==> config.mk <==
export PLATFORM = sky130hd
export DESIGN_NAME = synth_serial_config_latches
export DESIGN_NICKNAME = d
export VERILOG_FILES = /design/src/synth_cfg_pkg.sv /design/src/cfg_bus_if.sv /design/src/serial_shifter.sv /design/src/synth_serial_config_latches.sv
export SDC_FILE = /design/constraint.sdc
export NUM_CORES = 1
export LEC_CHECK = 0
export BUFFER_PORTS_ARGS = -buffer_cell sky130_fd_sc_hd__buf_4
export CAP_MARGIN = 20
export CORE_AREA = 2 2 126 128
export DETAILED_ROUTE_END_ITERATION = 12
export DIE_AREA = 0 0 128 130
export GPL_TIMING_DRIVEN = 0
export PLACE_DENSITY = 0.66
export SLEW_MARGIN = 20
export SYNTH_ARGS = -nofsm -noshare
export SYNTH_HDL_FRONTEND = slang
export SYNTH_HIERARCHICAL = 1
export SYNTH_SLANG_ARGS = --single-unit
==> constraint.sdc <==
create_clock -name mclk -period 1.8 [get_ports mclk]
set_input_delay 0.36 -clock mclk [delete_from_list [all_inputs] [get_ports mclk]]
set_output_delay 0.36 -clock mclk [all_outputs]
set_load 0.02 [all_outputs]
==> src/synth_cfg_pkg.sv <==
/*
  constants for the synthesizer serial configuration latches: word layout,
  field positions, codes and timing counts.
  assumes a single 125 MHz clock domain and that the serial pins are already
  synchronous to it.
*/
`default_nettype none
package synth_cfg_pkg;
  localparam int WORD_BITS = 24;
  localparam logic [1:0] SEL_FUNCTION  = 2'h0;
  localparam logic [1:0] SEL_REFERENCE = 2'h1;
  localparam logic [1:0] SEL_FEEDBACK  = 2'h2;
  localparam logic [1:0] SEL_TEST      = 2'h3;
  localparam logic [23:0] WORD_RESET   = 24'h00_0000;
  // function word
  localparam int FN_PRESC_LSB   = 22;
  localparam int FN_PD_SYNC     = 21;
  localparam int FN_PD_EN       = 20;
  localparam int FN_CUR_B_LSB   = 17;
  localparam int FN_CUR_A_LSB   = 14;
  localparam int FN_LEVEL_LSB   = 12;
  localparam int FN_MUTE        = 11;
  localparam int FN_GAIN        = 10;
  localparam int FN_PUMP_TRI    = 9;
  localparam int FN_POLARITY    = 8;
  localparam int FN_OBS_LSB     = 5;
  localparam int FN_CNT_RESET   = 4;
  localparam int FN_CORE_LSB    = 2;
  // reference word
  localparam int RF_BANDDIV_LSB = 20;
  localparam int RF_TEST_EN     = 19;
  localparam int RF_LOCK_PREC   = 18;
  localparam int RF_ABP_LSB     = 16;
  localparam int RF_RATIO_LSB   = 2;
  localparam int RF_RATIO_BITS  = 14;
  // feedback word
  localparam int FB_HALF_SEL    = 23;
  localparam int FB_HALVING     = 22;
  localparam int FB_GAIN        = 21;
  localparam int FB_MAIN_LSB    = 8;
  localparam int FB_MAIN_BITS   = 13;
  localparam int FB_SWAL_LSB    = 2;
  localparam int FB_SWAL_BITS   = 5;
  // observe pin codes
  localparam logic [2:0] OBS_HIZ   = 3'h0;
  localparam logic [2:0] OBS_LOCK  = 3'h1;
  localparam logic [2:0] OBS_FBDIV = 3'h2;
  localparam logic [2:0] OBS_HIGH  = 3'h3;
  localparam logic [2:0] OBS_RFDIV = 3'h4;
  localparam logic [2:0] OBS_ODLK  = 3'h5;
  localparam logic [2:0] OBS_SDO   = 3'h6;
  localparam logic [2:0] OBS_LOW   = 3'h7;
  // timing
  localparam int SYNC_PD_EDGES    = 2;
  localparam int LOCK_CYC_FINE    = 5;
  localparam int LOCK_CYC_COARSE  = 3;
  localparam int BAND_SEL_CYCLES  = 5;
  localparam int BAND_CLK_MAX_KHZ = 250;
  localparam int CLK_MHZ          = 125;
endpackage : synth_cfg_pkg
`default_nettype wire

==> src/cfg_bus_if.sv <==
/*
  carrier between the shifter and the latch bank: one strobed 24-bit word.
  assumes a single clock.
*/
`default_nettype none
interface cfg_bus_if;
  logic [23:0] word;
  logic        load;
  logic        sdo;
  modport source (output word, output load, output sdo);
  modport sink   (input word, input load, input sdo);
endinterface : cfg_bus_if
`default_nettype wire

==> src/serial_shifter.sv <==
/*
  24-bit serial input shifter: samples data on rising serial clock, reports
  the held word as a one-cycle load pulse on rising latch strobe.
  assumes sclk, sdata and latch_strobe already synchronous to mclk.
*/
`default_nettype none
module serial_shifter
  import synth_cfg_pkg::*;
(
  input  wire logic  mclk,
  input  wire logic  rst_b,
  input  wire logic  clkEn,
  input  wire logic  sclk,
  input  wire logic  sdata,
  input  wire logic  latchStrobe,
  cfg_bus_if.source  bus
);
  logic [23:0] shift_q, shift_d;
  logic        sclkOld_q, sclkOld_d;
  logic        leOld_q, leOld_d;
  logic        load_q, load_d;

  always_comb
  begin
    shift_d   = shift_q;
    sclkOld_d = sclk;
    leOld_d   = latchStrobe;
    load_d    = latchStrobe & ~leOld_q;
    if (sclk && !sclkOld_q)
    begin
      shift_d = {shift_q[22:0], sdata};
    end
  end

  always_ff @(posedge mclk)
  begin
    if (!rst_b)
    begin
      shift_q   <= WORD_RESET;
      sclkOld_q <= 1'b0;
      leOld_q   <= 1'b0;
      load_q    <= 1'b0;
    end
    else if (clkEn)
    begin
      shift_q   <= shift_d;
      sclkOld_q <= sclkOld_d;
      leOld_q   <= leOld_d;
      load_q    <= load_d;
    end
  end

  assign bus.word = shift_q;
  assign bus.load = load_q;
  assign bus.sdo  = shift_q[23];
endmodule : serial_shifter
`default_nettype wire

==> src/synth_serial_config_latches.sv <==
/*
  synthesizer programming logic: three configuration latches loaded over the
  3-wire port, power-down sequencing, band-select timing, lock counting,
  pump control and the observe pin multiplexer.
  assumes serial pins synchronous to mclk; refDivOut, fbDivOut and phaseOk are
  single-cycle-wide or level signals from the analog/counter side in mclk domain.
*/
`default_nettype none
module synth_serial_config_latches
  import synth_cfg_pkg::*;
#(
  parameter int BAND_CYCLES = BAND_SEL_CYCLES
)
(
  input  wire logic        mclk,
  input  wire logic        rst_b,
  input  wire logic        clkEn,
  input  wire logic        sclk,
  input  wire logic        sdata,
  input  wire logic        latchStrobe,
  input  wire logic        refDivOut,
  input  wire logic        fbDivOut,
  input  wire logic        phaseOk,
  output logic [1:0]       prescalerMode,
  output logic [6:0]       feedbackModulus,
  output logic [12:0]      mainCount,
  output logic [4:0]       swallowCount,
  output logic [13:0]      refRatio,
  output logic [2:0]       pumpCurrentCode,
  output logic             pumpTristate,
  output logic             detectorPolarity,
  output logic [1:0]       antibacklashCode,
  output logic [1:0]       outLevel,
  output logic [1:0]       coreCurrent,
  output logic             rfOutEnable,
  output logic             outputHalving,
  output logic             halvedFeedback,
  output logic             countersReset,
  output logic             poweredDown,
  output logic             refBufferEnable,
  output logic             bandSelectActive,
  output logic             bandClk,
  output logic             digitalLock,
  output logic             testLatchEnable,
  output logic             observeOut,
  output logic             observeOe
);
  cfg_bus_if bus ();

  serial_shifter shifter (
    .mclk        (mclk),
    .rst_b       (rst_b),
    .clkEn       (clkEn),
    .sclk        (sclk),
    .sdata       (sdata),
    .latchStrobe (latchStrobe),
    .bus         (bus)
  );

  function automatic logic [6:0] modulus_of(input logic [1:0] code);
    unique case (code)
      2'h0:    modulus_of = 7'h08;
      2'h1:    modulus_of = 7'h10;
      default: modulus_of = 7'h20;
    endcase
  endfunction : modulus_of

  ////////////////////////////////////////////////////////////////////////////
  // latches
  logic [23:0] fnWord_q, fnWord_d;
  logic [23:0] rfWord_q, rfWord_d;
  logic [23:0] fbWord_q, fbWord_d;
  logic        gain_q, gain_d;
  logic [2:0]  written_q, written_d;
  logic        fbWrite;
  logic [1:0]  sel;

  assign sel     = bus.word[1:0];
  assign fbWrite = bus.load && (sel == SEL_FEEDBACK);

  always_comb
  begin
    fnWord_d  = fnWord_q;
    rfWord_d  = rfWord_q;
    fbWord_d  = fbWord_q;
    gain_d    = gain_q;
    written_d = written_q;
    if (bus.load)
    begin
      unique case (sel)
        SEL_FUNCTION:
        begin
          fnWord_d     = bus.word;
          gain_d       = bus.word[FN_GAIN];
          written_d[0] = 1'b1;
        end
        SEL_REFERENCE:
        begin
          rfWord_d     = bus.word;
          written_d[1] = 1'b1;
        end
        SEL_FEEDBACK:
        begin
          fbWord_d     = bus.word;
          gain_d       = bus.word[FB_GAIN];
          written_d[2] = 1'b1;
        end
        SEL_TEST:
        begin
          // test word contents are not modelled here
        end
      endcase
    end
  end

  always_ff @(posedge mclk)
  begin
    if (!rst_b)
    begin
      fnWord_q  <= WORD_RESET;
      rfWord_q  <= WORD_RESET;
      fbWord_q  <= WORD_RESET;
      gain_q    <= 1'b0;
      written_q <= 3'h0;
    end
    else if (clkEn)
    begin
      fnWord_q  <= fnWord_d;
      rfWord_q  <= rfWord_d;
      fbWord_q  <= fbWord_d;
      gain_q    <= gain_d;
      written_q <= written_d;
    end
  end

  ////////////////////////////////////////////////////////////////////////////
  // power-down sequencing
  typedef enum logic [1:0] {PD_RUN, PD_WAIT, PD_DOWN} pd_state_type;
  pd_state_type pd_q, pd_d;
  logic [1:0]   pdEdges_q, pdEdges_d;
  logic         refOld_q;
  logic         refRise;
  logic         initDone;
  logic         pdEn, pdSync;

  assign refRise  = refDivOut & ~refOld_q;
  assign initDone = &written_q;
  assign pdEn     = fnWord_q[FN_PD_EN];
  assign pdSync   = fnWord_q[FN_PD_SYNC];

  always_comb
  begin
    pd_d      = pd_q;
    pdEdges_d = pdEdges_q;
    unique case (pd_q)
      PD_RUN:
      begin
        if (pdEn && !pdSync)
          pd_d = PD_DOWN;
        else if (pdEn && pdSync)
        begin
          pd_d      = PD_WAIT;
          pdEdges_d = 2'h0;
        end
      end
      PD_WAIT:
      begin
        if (!pdEn)
          pd_d = PD_RUN;
        else if (refRise)
        begin
          pdEdges_d = pdEdges_q + 2'h1;
          if (pdEdges_q == 2'(SYNC_PD_EDGES - 1))
            pd_d = PD_DOWN;
        end
      end
      PD_DOWN:
      begin
        if (!pdEn)
          pd_d = PD_RUN;
      end
    endcase
    // a fresh function word restarts the synchronous wait from its strobe
    if (bus.load && sel == SEL_FUNCTION && bus.word[FN_PD_EN] && bus.word[FN_PD_SYNC] && pd_q != PD_DOWN)
    begin
      pd_d      = PD_WAIT;
      pdEdges_d = 2'h0;
    end
  end

  always_ff @(posedge mclk)
  begin
    if (!rst_b)
    begin
      pd_q      <= PD_RUN;
      pdEdges_q <= 2'h0;
      refOld_q  <= 1'b0;
    end
    else if (clkEn)
    begin
      pd_q      <= pd_d;
      pdEdges_q <= pdEdges_d;
      refOld_q  <= refDivOut;
    end
  end

  logic down;
  assign down = (pd_q == PD_DOWN) || !initDone;

  ////////////////////////////////////////////////////////////////////////////
  // band-select clock, band-select window and lock detection
  logic [2:0] bandDiv_q, bandDiv_d;
  logic       bandTick;
  logic [3:0] band_q, band_d;
  logic       bandClk_d;
  logic [2:0] lockCnt_q, lockCnt_d;
  logic       lock_d;
  logic [2:0] lockNeed;

  assign lockNeed = rfWord_q[RF_LOCK_PREC] ? 3'(LOCK_CYC_FINE) : 3'(LOCK_CYC_COARSE);

  always_comb
  begin
    bandDiv_d = bandDiv_q;
    bandTick  = 1'b0;
    if (refRise)
    begin
      bandDiv_d = bandDiv_q + 3'h1;
      unique case (rfWord_q[RF_BANDDIV_LSB +: 2])
        2'h0: bandTick = 1'b1;
        2'h1: bandTick = bandDiv_q[0];
        2'h2: bandTick = &bandDiv_q[1:0];
        2'h3: bandTick = &bandDiv_q;
      endcase
    end
    // each counter bit is the reference output divided by twice its weight
    unique case (rfWord_q[RF_BANDDIV_LSB +: 2])
      2'h0: bandClk_d = refDivOut;
      2'h1: bandClk_d = bandDiv_d[0];
      2'h2: bandClk_d = bandDiv_d[1];
      2'h3: bandClk_d = bandDiv_d[2];
    endcase
    band_d = band_q;
    if (down)
      band_d = 4'(BAND_CYCLES);
    else if (fbWrite)
      band_d = 4'(BAND_CYCLES);
    else if (band_q != 4'h0 && bandTick)
      band_d = band_q - 4'h1;
    lockCnt_d = lockCnt_q;
    lock_d    = digitalLock;
    if (down || band_q != 4'h0)
    begin
      lockCnt_d = 3'h0;
      lock_d    = 1'b0;
    end
    else if (refRise)
    begin
      if (!phaseOk)
      begin
        lockCnt_d = 3'h0;
        lock_d    = 1'b0;
      end
      else if (lockCnt_q + 3'h1 >= lockNeed)
      begin
        lockCnt_d = lockNeed;
        lock_d    = 1'b1;
      end
      else
        lockCnt_d = lockCnt_q + 3'h1;
    end
  end

  always_ff @(posedge mclk)
  begin
    if (!rst_b)
    begin
      bandDiv_q   <= 3'h0;
      band_q      <= 4'h0;
      lockCnt_q   <= 3'h0;
      digitalLock <= 1'b0;
      bandClk     <= 1'b0;
    end
    else if (clkEn)
    begin
      bandDiv_q   <= bandDiv_d;
      band_q      <= band_d;
      lockCnt_q   <= lockCnt_d;
      digitalLock <= lock_d;
      bandClk     <= bandClk_d;
    end
  end

  ////////////////////////////////////////////////////////////////////////////
  // registered outputs
  logic [2:0] obsSel;
  logic       obs_d, obsOe_d;
  assign obsSel = fnWord_q[FN_OBS_LSB +: 3];

  always_comb
  begin
    obs_d   = 1'b0;
    obsOe_d = 1'b1;
    unique case (obsSel)
      OBS_HIZ:   obsOe_d = 1'b0;
      OBS_LOCK:  obs_d   = digitalLock;
      OBS_FBDIV: obs_d   = fbDivOut;
      OBS_HIGH:  obs_d   = 1'b1;
      OBS_RFDIV: obs_d   = refDivOut;
      OBS_ODLK:  obsOe_d = ~digitalLock; // open drain: pull low only
      OBS_SDO:   obs_d   = bus.sdo;
      OBS_LOW:   obs_d   = 1'b0;
    endcase
  end

  always_ff @(posedge mclk)
  begin
    if (!rst_b)
    begin
      prescalerMode    <= 2'h0;
      feedbackModulus  <= 7'h08;
      mainCount        <= 13'h0000;
      swallowCount     <= 5'h00;
      refRatio         <= 14'h0000;
      pumpCurrentCode  <= 3'h0;
      pumpTristate     <= 1'b1;
      detectorPolarity <= 1'b0;
      antibacklashCode <= 2'h0;
      outLevel         <= 2'h0;
      coreCurrent      <= 2'h0;
      rfOutEnable      <= 1'b0;
      outputHalving    <= 1'b0;
      halvedFeedback   <= 1'b0;
      countersReset    <= 1'b1;
      poweredDown      <= 1'b1;
      refBufferEnable  <= 1'b0;
      bandSelectActive <= 1'b0;
      testLatchEnable  <= 1'b0;
      observeOut       <= 1'b0;
      observeOe        <= 1'b0;
    end
    else if (clkEn)
    begin
      prescalerMode    <= fnWord_q[FN_PRESC_LSB +: 2];
      feedbackModulus  <= modulus_of(fnWord_q[FN_PRESC_LSB +: 2]);
      mainCount        <= fbWord_q[FB_MAIN_LSB +: FB_MAIN_BITS];
      swallowCount     <= fbWord_q[FB_SWAL_LSB +: FB_SWAL_BITS];
      refRatio         <= rfWord_q[RF_RATIO_LSB +: RF_RATIO_BITS];
      pumpCurrentCode  <= gain_q ? fnWord_q[FN_CUR_B_LSB +: 3] : fnWord_q[FN_CUR_A_LSB +: 3];
      // init and power-down force three-state ahead of the user bit
      pumpTristate     <= down | fnWord_q[FN_PUMP_TRI];
      detectorPolarity <= fnWord_q[FN_POLARITY];
      antibacklashCode <= rfWord_q[RF_ABP_LSB +: 2];
      outLevel         <= fnWord_q[FN_LEVEL_LSB +: 2];
      coreCurrent      <= fnWord_q[FN_CORE_LSB +: 2];
      rfOutEnable      <= !down && (!fnWord_q[FN_MUTE] || digitalLock);
      outputHalving    <= fbWord_q[FB_HALVING];
      halvedFeedback   <= fbWord_q[FB_HALF_SEL];
      // counters also held in their load state while powered down
      countersReset    <= (initDone && fnWord_q[FN_CNT_RESET]) || down;
      poweredDown      <= down;
      refBufferEnable  <= !down;
      bandSelectActive <= !down && band_q != 4'h0;
      testLatchEnable  <= rfWord_q[RF_TEST_EN];
      observeOut       <= obs_d;
      observeOe        <= obsOe_d;
    end
  end
endmodule : synth_serial_config_latches
`default_nettype wire

### After elaboration in Yosys (flattened, before gate mapping)

Index checks and enable logic that the tools add are counted.

| storage, ports and cells | value |
|---|---|
| register bits after elaboration | 180 |

| operators by class | value |
|---|---|
| add/subtract/negate cells | 4 |
| magnitude comparators | 1 |
| equal/unequal tests | 25 |
| multiplexer cells | 35 |
| bitwise operators | 6 |
| reductions and logical operators | 44 |

Operators with widths:

| cell | number |
|---|---|
| $mux 2 | 12 |
| $mux 3 | 7 |
| $reduce_and 3->1 | 7 |
| $ne 3x3->1 const B | 5 |
| $logic_and 1x1->1 | 12 |
| $mux 4 | 3 |
| $ne 4x4->1 const B | 3 |
| $pmux 6 s2 | 1 |
| $eq 2x1->1 const B | 5 |
| $eq 3x3->1 const B | 3 |
| $eq 2x2->1 const B | 4 |
| $logic_not 2->1 | 4 |
| $pmux 1 s4 | 2 |
| $reduce_and 2->1 | 4 |
| $add 3x1->3 const B | 2 |
| $eq 3x2->1 const B | 2 |
| $pmux 2 s3 | 1 |
| $reduce_and 6->1 | 1 |
| $reduce_bool 3->1 | 2 |
| $logic_not 1->1 | 5 |
| $mux 1 | 5 |
| $pmux 1 s5 | 1 |
| $reduce_and 5->1 | 1 |
| $logic_or 1x1->1 | 4 |
| other kinds (14) | 19 |

### Depth between registers and ports, before layout

Gate-level depths: netlist of the first run.

| depth | value |
|---|---|
| depth in word-level cells | 7 |
| mapped depth | 8 |
| depth with buffers taken out | 8 |

### Hierarchy

The synthesis of the first run kept the hierarchy.

Modules (own cells, without submodules):

| module | times used | cells each | area each (µm²) | seq. area each (µm²) |
|---|---|---|---|---|
| synth_serial_config_latches | 1 | 649 | 5793.1 | 2802.7 |
| serial_shifter | 1 | 91 | 1012.2 | 540.5 |

### Worst setup path before layout of the first run

No wires, ideal clock.

| timing | value |
|---|---|
| path type | flip-flop to flip-flop |
| start point | register lockCnt_q[0] |
| end point | register lockCnt_q[2] |
| arrival time | 1748 ps |
| required time | 1741 ps |
| path slack | -6 ps |
| stages on the path, launching flop included | 8 |
| buffers on the path | 0 |
| clock period less this slack | 1806 ps |
| cells stage by stage | dfxtp_1 ha_1 xor2_1 ha_1 o2bb2ai_1 nor2_1 a311oi_1 o221a_2 |

| on the way | value |
|---|---|
| longest elaborated chain between the ends | 6 |

RTL lines:

| item | RTL line | text |
|---|---|---|
| start, declared | synth_serial_config_latches.sv:216 | `logic [2:0] lockCnt_q, lockCnt_d;` |
| start signal, assigned | synth_serial_config_latches.sv:288 | `lockCnt_q <= lockCnt_d;` |
| $add 3x1->3 * | synth_serial_config_latches.sv:264, synth_serial_config_latches.sv:270 |  |
| $ge 3x3->1 | synth_serial_config_latches.sv:264 | `else if (lockCnt_q + 3'h1 >= lockNeed)` |
| $mux 3 * | synth_serial_config_latches.sv:264 |  |
| $mux 3 * | synth_serial_config_latches.sv:259 | `if (!phaseOk)` |
| $mux 3 * | synth_serial_config_latches.sv:257 | `else if (refRise)` |
| $mux 3 * | synth_serial_config_latches.sv:252 | `if (down \|\| band_q != 4'h0)` |

Every way passes the cells marked *; elsewhere a longest branch is shown, timed or not. The select of a mux whose other input is x is not followed.
A chain may end at the register's enable or synchronous reset.

### Worst setup path after layout of the first run

Same ends and word-level chain as after synthesis.

==> results.md, run 1 <==
* Status: complete, no violations
* Clk sink count at around 170
* Synth top area share at about 49%
* Area of the multi-input gates at roughly 0.0032 mm^2
* IO buf count at 67
* Cell area after placement at about 0.0076 mm^2
* Ys async rst share at 0%
* Adder-Cell Fraction of Synth Area at between 2 and 2.5%
* Vias/cell at around 5
* Layout cells sized above 1 at 18.87%
* Starting Density at between 40% and 50%
* Io pins at 73
* Setup-violating endpoint count in the final report at 0
* Warnings, synthesis at 6
* P&R area growth vs syn at 21.97%
* DRC errors left at 0
* Rows at 46
* Total Routed Length at ~16 mm
* Post-Syn Instances at 740
* GRT overflow at 0
* Synth Area in Compound Gates at about 11%
* Total Nets Final at 856
* Max-cap viol count at 0
* Critical Path End Type: flop
* Skew-Pair Late Insertion Delay at between 400 and 500 ps
* Post-synthesis mux area share at between 10% and 20%
* Minimum clock period at around 1800 ps
* Clk root buf: clkbuf_16
* DP Worst Slack at -332.7 ps
* Largest family of logic cells by synthesized area: simple AND/OR/NAND/NOR gates
* Final Max Slew Viols at 0
* Yosys cell types at 55
* Top post-synthesis cells by area: dfxtp_1, mux2i_1, nand2_1, nor2b_1, a21boi_0
* Tot Pwr at slightly below 0.008 W
* Worst Hold Depth at 3
* HPWL Detailed at 11.41 mm
* Max Freq at ~560 MHz
* Syn avg cell area at a little over 9 um^2
* CP Max Fanout at 6
* CTS Buf Count at 17
* Synth area leader: dfxtp_1
* Number of routed nets with antenna violations at 0
* Initial drt markers at 277
* Syn Std Cell Area at roughly 0.0068 mm^2
* GP Congestion at between 0.8 and 0.9
* Seq. cell area at 0.003351 mm^2
* Core Area at ~0.015 mm^2
* Main flop type after synthesis: dfxtp_1
* Post-synth EDFFs at 0
* Initial antenna violation count at 0
* HP Class: in -> reg
* Clk_skew at 5.347 ps
* CTS tree: built
* RSZ-0062 raised after global routing: yes
* Synth Area in Simple Gates at between 20% and 30%
* Worst IR drop on VDD at roughly 0.67 mV
* R2R cell count at 7
* DRT Pass-1 Iters at 4
* Worst-margin pin slew at 722.8 ps
* Rel. slew slack at 51.81%
* Pin count of the biggest net entering global routing at 17
* First-pass GRT wire length at 26.60 mm
* Final WS setup at around 18 ps
* Clock Path Buffers at 2
* Post-synthesis sequential area ratio at about half
* Synth top cells by count: nand2_1, dfxtp_1, mux2i_1
* WP data required at 2170 ps
* H-tree depth at 4
* Most numerous cell in the Yosys netlist: nand2_1
* Final-report hold violation count at 0
* Number of global-route vias before repair at approximately 5100
* Critical path arrival at about 2200 ps
* Setup CP Type: reg -> reg
* GRT Total Usage at between 20% and 30%
* Period utilisation layout at 99.00%
* Antenna cells at 0
* Pwr/cell area at between 900 and 1000 mW/mm^2
* Synth Register Bits at around 170
* Synth Area in XOR/XNOR at less than 1%
* Static leakage at 3.363 nW
* DIE HEIGHT at 130 um
* Drt wl/cell at approximately 16 um
* Hold WS at 211.5 ps
* Finished Cell Area at slightly above 0.008 mm^2
* Die area at 0.01664 mm^2
* Via count at approximately 5300
* Fillers at between 1000 and 1500
* Type of origin of the critical path: flop
* Die W at 128 um
* Clock-pin slew on the worst setup and hold paths at roughly 60 ps
-- final timing paths --
kind | slack [ps] | startpoint | endpoint
worst max register to register | 20 | lockCnt_q[0] | lockCnt_q[2]
worst min register to register | 460 | rfWord_q[8] | rfWord_q[8]
worst max-delay path | 20 | lockCnt_q[0] | lockCnt_q[2]
worst min-delay path | 210 | sclk | shifter/sclkOld_q
-- where the power goes --
group | internal, W | total [W] | switching [W]
Combinational | 0.000162 | 0.000386 | 0.000225
Clock | 0.00223 | 0.00367 | 0.00144
Sequential | 0.00372 | 0.00374 | 0.0000183
Total | 0.00611 | 0.00779 | 0.00168
-- state kept, by name, summed over array words and instances (netlist names), 2 cells and up --
signal            cells
shifter/bus.word     24
fnWord_q             21
fbWord_q             20
rfWord_q             20
refRatio             14
mainCount            13
swallowCount          5
band_q                4
bandDiv_q             3
feedbackModulus       3
lockCnt_q             3
pumpCurrentCode       3
written_q             3
antibacklashCode      2
coreCurrent           2
outLevel              2
pdEdges_q             2
pd_q                  2
prescalerMode         2
-- per-stage QoR --
step / utilization (%) / instances / setup TNS (ps)
after global placement: 49.05 / 1002 / -6849
after detailed placement: 49.05 / 1002 / -8917
after CTS: 53.32 / 1036 / 0
final: 53.81 / 1040 / 0
after floorplan: - / 743 / 0
after global routing: 53.81 / 1040 / -164.4
-- cells by family after synthesis --
| kind of cell | Yosys count |
|---|---|
| buffers and inverters | 63 |
| other | 1 |
| and+or+nand+nor | 296 |
| muxes | 80 |
| adders and majority gates | 11 |
| DFF | 167 |
| AOI/OAI and AO/OA | 119 |
| xor gates and xnor gates | 3 |
-- layout by cell type (no fill, tap or decap), types with 4 or more instances in the layout --
master,count
ha_1,6
conb_1,4
clkbuf_1,19
clkinv_2,6
nand2b_1,9
buf_2,15
clkbuf_2,7
nor2b_1,52
nand3b_1,4
o21ai_0,14
and3_1,4
buf_4,80
dfxtp_1,163
mux2i_1,80
clkbuf_16,17
o211a_1,4
nand2_1,174
a21oi_1,43
nor2_1,21
inv_1,11
nand3_1,8
a21boi_0,39
-- final cells by class --
cell class	count	area share [%]
flip-flops and latches	167	40.37
multi-input cells	513	38.98
repair buffers	74	6.693
clock buffers	21	5.547
plain buffers	50	3.392
well taps	192	2.894
clock inverters	10	1.538
inverters	13	0.5879
-- metal layers --
layer	vias to the layer above	track usage [%]	wire length, um
li1	2659	-	-
met1	2493	27.12	7796
met2	118	33.72	7619
met3	23	3.936	656
met4	0	9.244	370
met5	-	0	0
-- worst max-delay path, cell delays in order (launching register included) --
cell and delay [ps]:
dfxtp_2 350, ha_2 200, xor2_1 160, ha_2 310
o2bb2ai_4 200, nor2_1 70, a311oi_1 220, o221a_2 220
-- what timing repair did --
item | 4_1_cts | 5_1_grt
cloned | 0 | 0
setup endpoints to repair | 8 | 61
hold buffers | 0 | 0
resized for setup | 11 | 23
setup buffers | 3 | 4
pin swaps | 3 | 10
Power figures use the tool's default switching activity.
==> run 2, diff against run 1 <==
Settings changed: ABC_AREA from default to 1, CORE_AREA 2 2 126 128 to 2 2 123 125, DIE_AREA 0 0 128 130 to 0 0 125 127, SETUP_SLACK_MARGIN from default to 0.1, SYNTH_HIERARCHICAL 1 to default.
==> results.md, run 2 <==
* Number of global-route vias before repair at 5237 (was 5102)
* Initial antenna violation count at 0 (unchanged)
* Rel. slew slack at 57.62% (was 51.81%)
* Syn avg cell area at 7.644 um^2 (was 9.196 um^2)
* Syn Std Cell Area at 0.006451 mm^2 (was 0.006805 mm^2)
* Final Max Slew Viols at 0 (unchanged)
* CP Max Fanout at 5 (was 6)
* Die area at 0.01588 mm^2 (was 0.01664 mm^2)
* Vias/cell at 5.042 (was 5.089)
* Clk_skew at 8.268 ps (was 5.347 ps)
* Post-Syn Instances at 844 (was 740)
* Initial drt markers at 497 (was 277)
* Rows at 44 (was 46)
* DRT Pass-1 Iters at 5 (was 4)
* HP Class: in -> reg (unchanged)
* Synth area leader: dfxtp_1 (unchanged)
* Post-synth EDFFs at 0 (unchanged)
* Synth top cells by count: nor2_1, dfxtp_1, o21ai_0 (was nand2_1, dfxtp_1, mux2i_1)
* Most common cell after layout, fill and taps aside: nor2_1 (was nand2_1)
* Setup-violating endpoint count in the final report at 0 (unchanged)
* CTS tree: built (unchanged)
* Post-synthesis sequential area ratio at 51.82% (was 49.13%)
* Io pins at 73 (unchanged)
* Yosys cell types at 36 (was 55)
* Most frequent cells in the layout: nor2_1, dfxtp_1, o21ai_0 (was nand2_1, dfxtp_1, buf_4, mux2i_1, nor2b_1)
* Top post-synthesis cells by area: dfxtp_1, nor2_1, o21ai_0, nand2_1, a21oi_1 (was dfxtp_1, mux2i_1, nand2_1, nor2b_1, a21boi_0)
* H-tree depth at 4 (unchanged)
* Drt wl/cell at 15.12 um (was 15.81 um)
* Dpl cells at 1099 (was 1002)
* WP data required at 2160 ps (was 2170 ps)
* R2R Setup Slk at 130 ps (was 20 ps)
* Minimum clock period at 1667 ps (was 1782 ps)
* GP Congestion at 0.9069 (was 0.8096)
* P&R area growth vs syn at 23.23% (was 21.97%)
* Most numerous cell in the Yosys netlist: nor2_1 (was nand2_1)
* Pin count of the biggest net entering global routing at 18 (was 17)
* Main flop type after synthesis: dfxtp_1 (unchanged)
* DIE HEIGHT at 127 um (was 130 um)
* Core Area at 0.01442 mm^2 (was 0.01542 mm^2)
* Clk root buf: clkbuf_16 (unchanged)
* Total Routed Length at 17.16 mm (was 16.44 mm)
* Layout cells sized above 1 at 17.98% (was 18.87%)
* Antenna cells at 0 (unchanged)
* CTS Buf Count at 17 (unchanged)
* Worst IR drop on VDD at 0.6936 mV (was 0.6734 mV)
* RSZ-0062 raised after global routing: yes (unchanged)
* Hold WS at 224.8 ps (was 211.5 ps)
* IO buf count at 68 (was 67)
* DRC errors left at 0 (unchanged)
* Clock Path Buffers at 2 (unchanged)
* Setup CP Type: reg -> reg (unchanged)
* Period utilisation layout at 92.62% (was 99.00%)
* Fin Setup TNS at 0 ps (unchanged)
* Status: complete, no violations (unchanged)
* Static leakage at 3.545 nW (was 3.363 nW)
* Ys async rst share at 0% (unchanged)
* Via count at 5723 (was 5293)
* GRT overflow at 0 (unchanged)
* Die W at 125 um (was 128 um)
* Clk sink count at 167 (unchanged)
* Synth top area share at 51.82% (was 49.13%)
* Worst-margin pin slew at 635.8 ps (was 722.8 ps)
* Cell Count, Final, Fillers Out at 1135 (was 1040)
* First-pass GRT wire length at 27.10 mm (was 26.60 mm)
* GRT Total Usage at 21.58% (was 20.76%)
* Number of routed nets with antenna violations at 0 (unchanged)
* Skew-Pair Late Insertion Delay at 430 ps (about the same)
* Critical Path End Type: flop (unchanged)
* Synth Register Bits at 167 (unchanged)
* Starting Density at 44.73% (was 44.12%)
* Warnings, synthesis at 0 (was 6)
* Pwr/cell area at 1060 mW/mm^2 (was 938.6 mW/mm^2)
* Critical path arrival at 2030 ps (was 2150 ps)
* Final-report hold violation count at 0 (unchanged)
* HPWL Detailed at 11.85 mm (was 11.41 mm)
* Max reg flops at 24 (unchanged)
* Clock-pin slew on the worst setup and hold paths at 60 ps (about the same)
* Max Freq at 599.8 MHz (was 561.1 MHz)
* Max-cap viol count at 0 (unchanged)
* Total Nets Final at 958 (was 856)
* Type of origin of the critical path: flop (unchanged)
==> run 2: changes by cell type in the layout (fill, tap and decap cells not counted), sizes merged, moves of 10 or more <==
cell	change
mux2i	-80
nand2b	-10
o21ai	+126
nand2	-98
nor2b	-52
nand3	+10
a21boi	-40
inv	+48
nor2	+227
==> run 2: timing repair <==
item,CTS,global route
endpoints found under the hold margin,0,0
setup endpoints to repair,5,13
resized for setup,10,20
hold buffers,0,0
setup buffers,2,2
pin swaps,5,6
==> run 2: through the flow <==
step | instance area [um^2] | power [W] | setup WS, ps | utilization (%)
after detailed placement | 7203 | 0.004838 | -20.70 | 49.94
after floorplan | 6462 | 0.004548 | 147.4 | -
final | 7950 | 0.008428 | 132.8 | 55.12
after global routing | 7950 | 0.008734 | 55.15 | 55.12
after global placement | 7203 | 0.004828 | 12.99 | 49.94
after CTS | 7854 | 0.008454 | 89.17 | 54.45
==> run 2: metal layers <==
layer,vias to the layer above,wire length (um),GRT usage (%)
li1,2918,-,-
met1,2634,7914,28.52
met2,152,8107,35.97
met3,19,890,4.188
met4,0,246,6.732
met5,-,0,0
==> run 2: area by class of cell <==
type | count | area, um^2
fillers | 1398 | 6474
well taps | 184 | 230.2
plain buffers | 51 | 245.2
repair buffers | 72 | 540.5
clock inverters | 14 | 152.6
clock buffers | 18 | 439.2
inverters | 53 | 198.9
flip-flops and latches | 167 | 3347
multi-input cells | 576 | 2796
==> run 2: final timing paths <==
kind	from	to	cells after the start
max	lockCnt_q[1]	lockCnt_q[2]	9
max reg2reg	lockCnt_q[1]	lockCnt_q[2]	9
min reg2reg	fbWord_q[3]	fbWord_q[3]	2
min	latchStrobe	shifter.leOld_q	3
==> run 2: logic make-up (layout without fill, tap and decap cells) <==
family                     count (synthesis)  count (layout)  synth area share (%)
xor gates and xnor gates                   3               3                0.4074
AOI/OAI and AO/OA                        204             204                 16.68
DFF                                      167             167                 51.82
other                                      1               4               0.05813
buffers and inverters                    104             208                 6.885
and+or+nand+nor                          354             354                 22.01
adders and majority gates                 11              11                 2.133
==> run 2: power breakdown <==
group,switching (W),internal [W]
combinational,0.000516,0.000283
clock,0.00165,0.00200
sequential,0.000123,0.00385
==> run 2: worst max-delay path, cell delays in order, from the launching register on <==
cell and delay (ps):
dfxtp_2 340, ha_4 170, xnor2_4 140, inv_2 60, ha_4 240, a21oi_4 140
nand2_4 80, o21a_1 190, o21a_1 160, nor2_1 80
==> run 3, diff against run 2 <==
Settings changed: CORE_AREA 2 2 123 125 to 2 2 158 98, DIE_AREA 0 0 125 127 to 0 0 160 100, PLACE_DENSITY 0.66 to 0.63.
Clock period 1.8 ns to 1.9 ns, I/O delays scaled along.
==> results.md, run 3 (synthesis results as in run 2) <==
* GP Congestion at 0.8786 (was 0.9069)
* Die area at 0.01600 mm^2 (was 0.01588 mm^2)
* Critical Path End Type: flop (unchanged)
* Pin count of the biggest net entering global routing at 17 (was 18)
* Layout cells sized above 1 at 17.35% (was 17.98%)
* CP peak stage delay at 330 ps (was 340 ps)
* Pwr/cell area at 1012 mW/mm^2 (was 1060 mW/mm^2)
* Via count at 5725 (was 5723)
* Final Core Density at 53.51% (was 55.12%)
* Critical path arrival at 2110 ps (was 2030 ps)
* Total Nets Final at 958 (unchanged)
* Status: complete, no violations (unchanged)
* Fillers at 1440 (was 1398)
* Pint at 0.005905 W (was 0.006137 W)
* Tot Pwr at 0.008011 W (was 0.008428 W)
* First-pass GRT wire length at 28.97 mm (was 27.10 mm)
* WP data required at 2260 ps (was 2160 ps)
* Rel. slew slack at 54.72% (was 57.62%)
* Max Freq at 573.9 MHz (was 599.8 MHz)
* Die W at 160 um (was 125 um)
* Dpl cells at 1118 (was 1099)
* Clk root buf: clkbuf_16 (unchanged)
* Worst IR drop on VDD at 0.6026 mV (was 0.6936 mV)
* Clk sink count at 167 (unchanged)
* Metal2 WL at 6.761 mm (was 8.107 mm)
* Minimum clock period at 1742 ps (was 1667 ps)
* Flop pwr share at 47.0% (was 47.1%)
* Net load switching power at 0.002107 W (was 0.002291 W)
* CTS Buf Count at 17 (unchanged)
* RSZ-0062 raised after global routing: no (was yes)
* Final Max Slew Viols at 0 (unchanged)
* Vias/cell at 4.961 (was 5.042)
* Worst-margin pin slew at 679.2 ps (was 635.8 ps)
* P&R area growth vs syn at 22.77% (was 23.23%)
* Starting Density at 43.58% (was 44.73%)
* Clock-pin slew on the worst setup and hold paths at 70 ps (was 60 ps)
* Most frequent cells in the layout: nor2_1, dfxtp_1, o21ai_0 (unchanged)
* Period utilisation layout at 91.71% (was 92.62%)
* Hold WS at 259.7 ps (was 224.8 ps)
* Rows at 35 (was 44)
* Setup CP Type: reg -> reg (unchanged)
* Initial antenna violation count at 0 (unchanged)
* Met3 WL post-DR at 1.298 mm (was 890 um)
* Most frequent CP cell: nand2_2
* GRT Total Usage at 23.26% (was 21.58%)
* Clock Path Buffers at 2 (unchanged)
* CP Max Fanout at 5 (unchanged)
* Initial drt markers at 587 (was 497)
* GRT overflow at 0 (unchanged)
* Static leakage at 3.539 nW (was 3.545 nW)
* HPWL Detailed at 12.60 mm (was 11.85 mm)
* Skew-Pair Late Insertion Delay at 420 ps (was 430 ps)
* Number of global-route vias before repair at 5301 (was 5237)
* Final-report hold violation count at 0 (unchanged)
* H-tree depth at 4 (unchanged)
* Hold_buf cts at 0 (unchanged)
* Max Used Layer: met4 (unchanged)
* Switching part of the total power at 26.30% (was 27.18%)
* DRC errors left at 0 (unchanged)
* Core Area at 0.01480 mm^2 (was 0.01442 mm^2)
* HP Class: in -> reg (unchanged)
* CTS tree: built (unchanged)
* DIE HEIGHT at 100 um (was 127 um)
* Type of origin of the critical path: flop (unchanged)
* Crit path cell chain: ha_1 > xnor2_2 > inv_2 > ha_4 > a21oi_2 > nand2_2 > nand2_2 > o21ai_1 > o21a_1 > nor2_1 (was ha_4 > xnor2_4 > inv_2 > ha_4 > a21oi_4 > nand2_4 > o21a_1 > o21a_1 > nor2_1)
* Io pins at 73 (unchanged)
* Antenna cells at 0 (unchanged)
* Drt wl/cell at 15.51 um (was 15.12 um)
* Total Routed Length at 17.90 mm (was 17.16 mm)
* IO buf count at 68 (unchanged)
* Fin Setup TNS at 0 ps (unchanged)
* DRT Pass-1 Iters at 6 (was 5)
* Number of routed nets with antenna violations at 0 (unchanged)
* Clk_skew at 9.944 ps (was 8.268 ps)
* Setup-violating endpoint count in the final report at 0 (unchanged)
* Max reg flops at 24 (unchanged)
* Cell Count, Final, Fillers Out at 1154 (was 1135)
* Max-cap viol count at 0 (unchanged)
* Clk network pwr share at 43.3% (was 43.4%)
* Combinational power share at 9.7% (was 9.5%)
* Most common cell after layout, fill and taps aside: nor2_1 (unchanged)
* Slowest stage cell, crit path: dfxtp_2 (unchanged)
* WL met1 at 9.688 mm (was 7.914 mm)
-- run 3: changes by cell type in the layout (fill, tap and decap cells not counted), moves of 2 or more --
cell      before  now
clkinv_4       2    4
ha_1           8   10
inv_8          5    0
nand2_1       70   72
-- run 3: critical path, delay by kind of cell (launching register included) --
| kind | cells | cell delay (ps) |
|---|---|---|
| AND/OR/NAND/NOR | 3 | 260 |
| adder cells (fa/ha/maj) | 2 | 440 |
| XOR/XNOR | 1 | 180 |
| AO/OA/AOI/OAI | 3 | 400 |
| flip-flops | 1 | 330 |
| buffers and inverters | 1 | 70 |
-- run 3: power groups by stage --
stage                     Clock (W)  Sequential, W  Combinational [W]
final                       0.00347        0.00377           0.000776
after global placement            0        0.00384           0.000748
after CTS                   0.00348        0.00376           0.000757
after floorplan                   0        0.00387           0.000434
after global routing        0.00365        0.00378           0.000869
after detailed placement          0        0.00384           0.000753
-- run 3: per-stage QoR --
step	cell area, um^2	setup WS [ps]
3_3_place_gp	7227	37.66
2_1_floorplan	6462	247.4
4_1_cts	7848	70.99
3_5_place_dp	7227	66.08
5_1_grt	7920	83.40
6_report	7920	157.6
-- run 3: repair_timing --
item	CTS	global route
resized for setup	5	15
pin swaps	4	2
endpoints found under the setup margin	6	12
setup buffers	1	3
-- run 3: cell type report --
| type | instances | area, um^2 | share of cell area [%] |
|---|---|---|---|
| flip-flops and latches | 167 | 3346 | 42.24 |
| multi-input cells | 576 | 2745 | 34.66 |
| repair buffers | 72 | 540.5 | 6.825 |
| clock buffers | 19 | 442.9 | 5.592 |
| well taps | 203 | 254.0 | 3.207 |
| plain buffers | 51 | 245.2 | 3.096 |
| inverters | 53 | 198.9 | 2.512 |
| clock inverters | 13 | 147.6 | 1.864 |
-- run 3: worst paths after layout --
path,from,end,slack [ps],depth (start not counted)
hold reg to reg,shifter.leOld_q,shifter.leOld_q,460,2
setup reg to reg,lockCnt_q[0],lockCnt_q[1],160,10
hold / removal,sdata,shifter.bus.word[0],260,3
setup / recovery,lockCnt_q[0],lockCnt_q[1],160,10
-- run 3: layer usage --
| metal | vias to the layer above | GRT usage (%) |
|---|---|---|
| met5 | - | 0 |
| met4 | 0 | 5.821 |
| met3 | 15 | 4.669 |
| met2 | 198 | 31.20 |
| met1 | 2600 | 37.30 |
| li1 | 2912 | - |
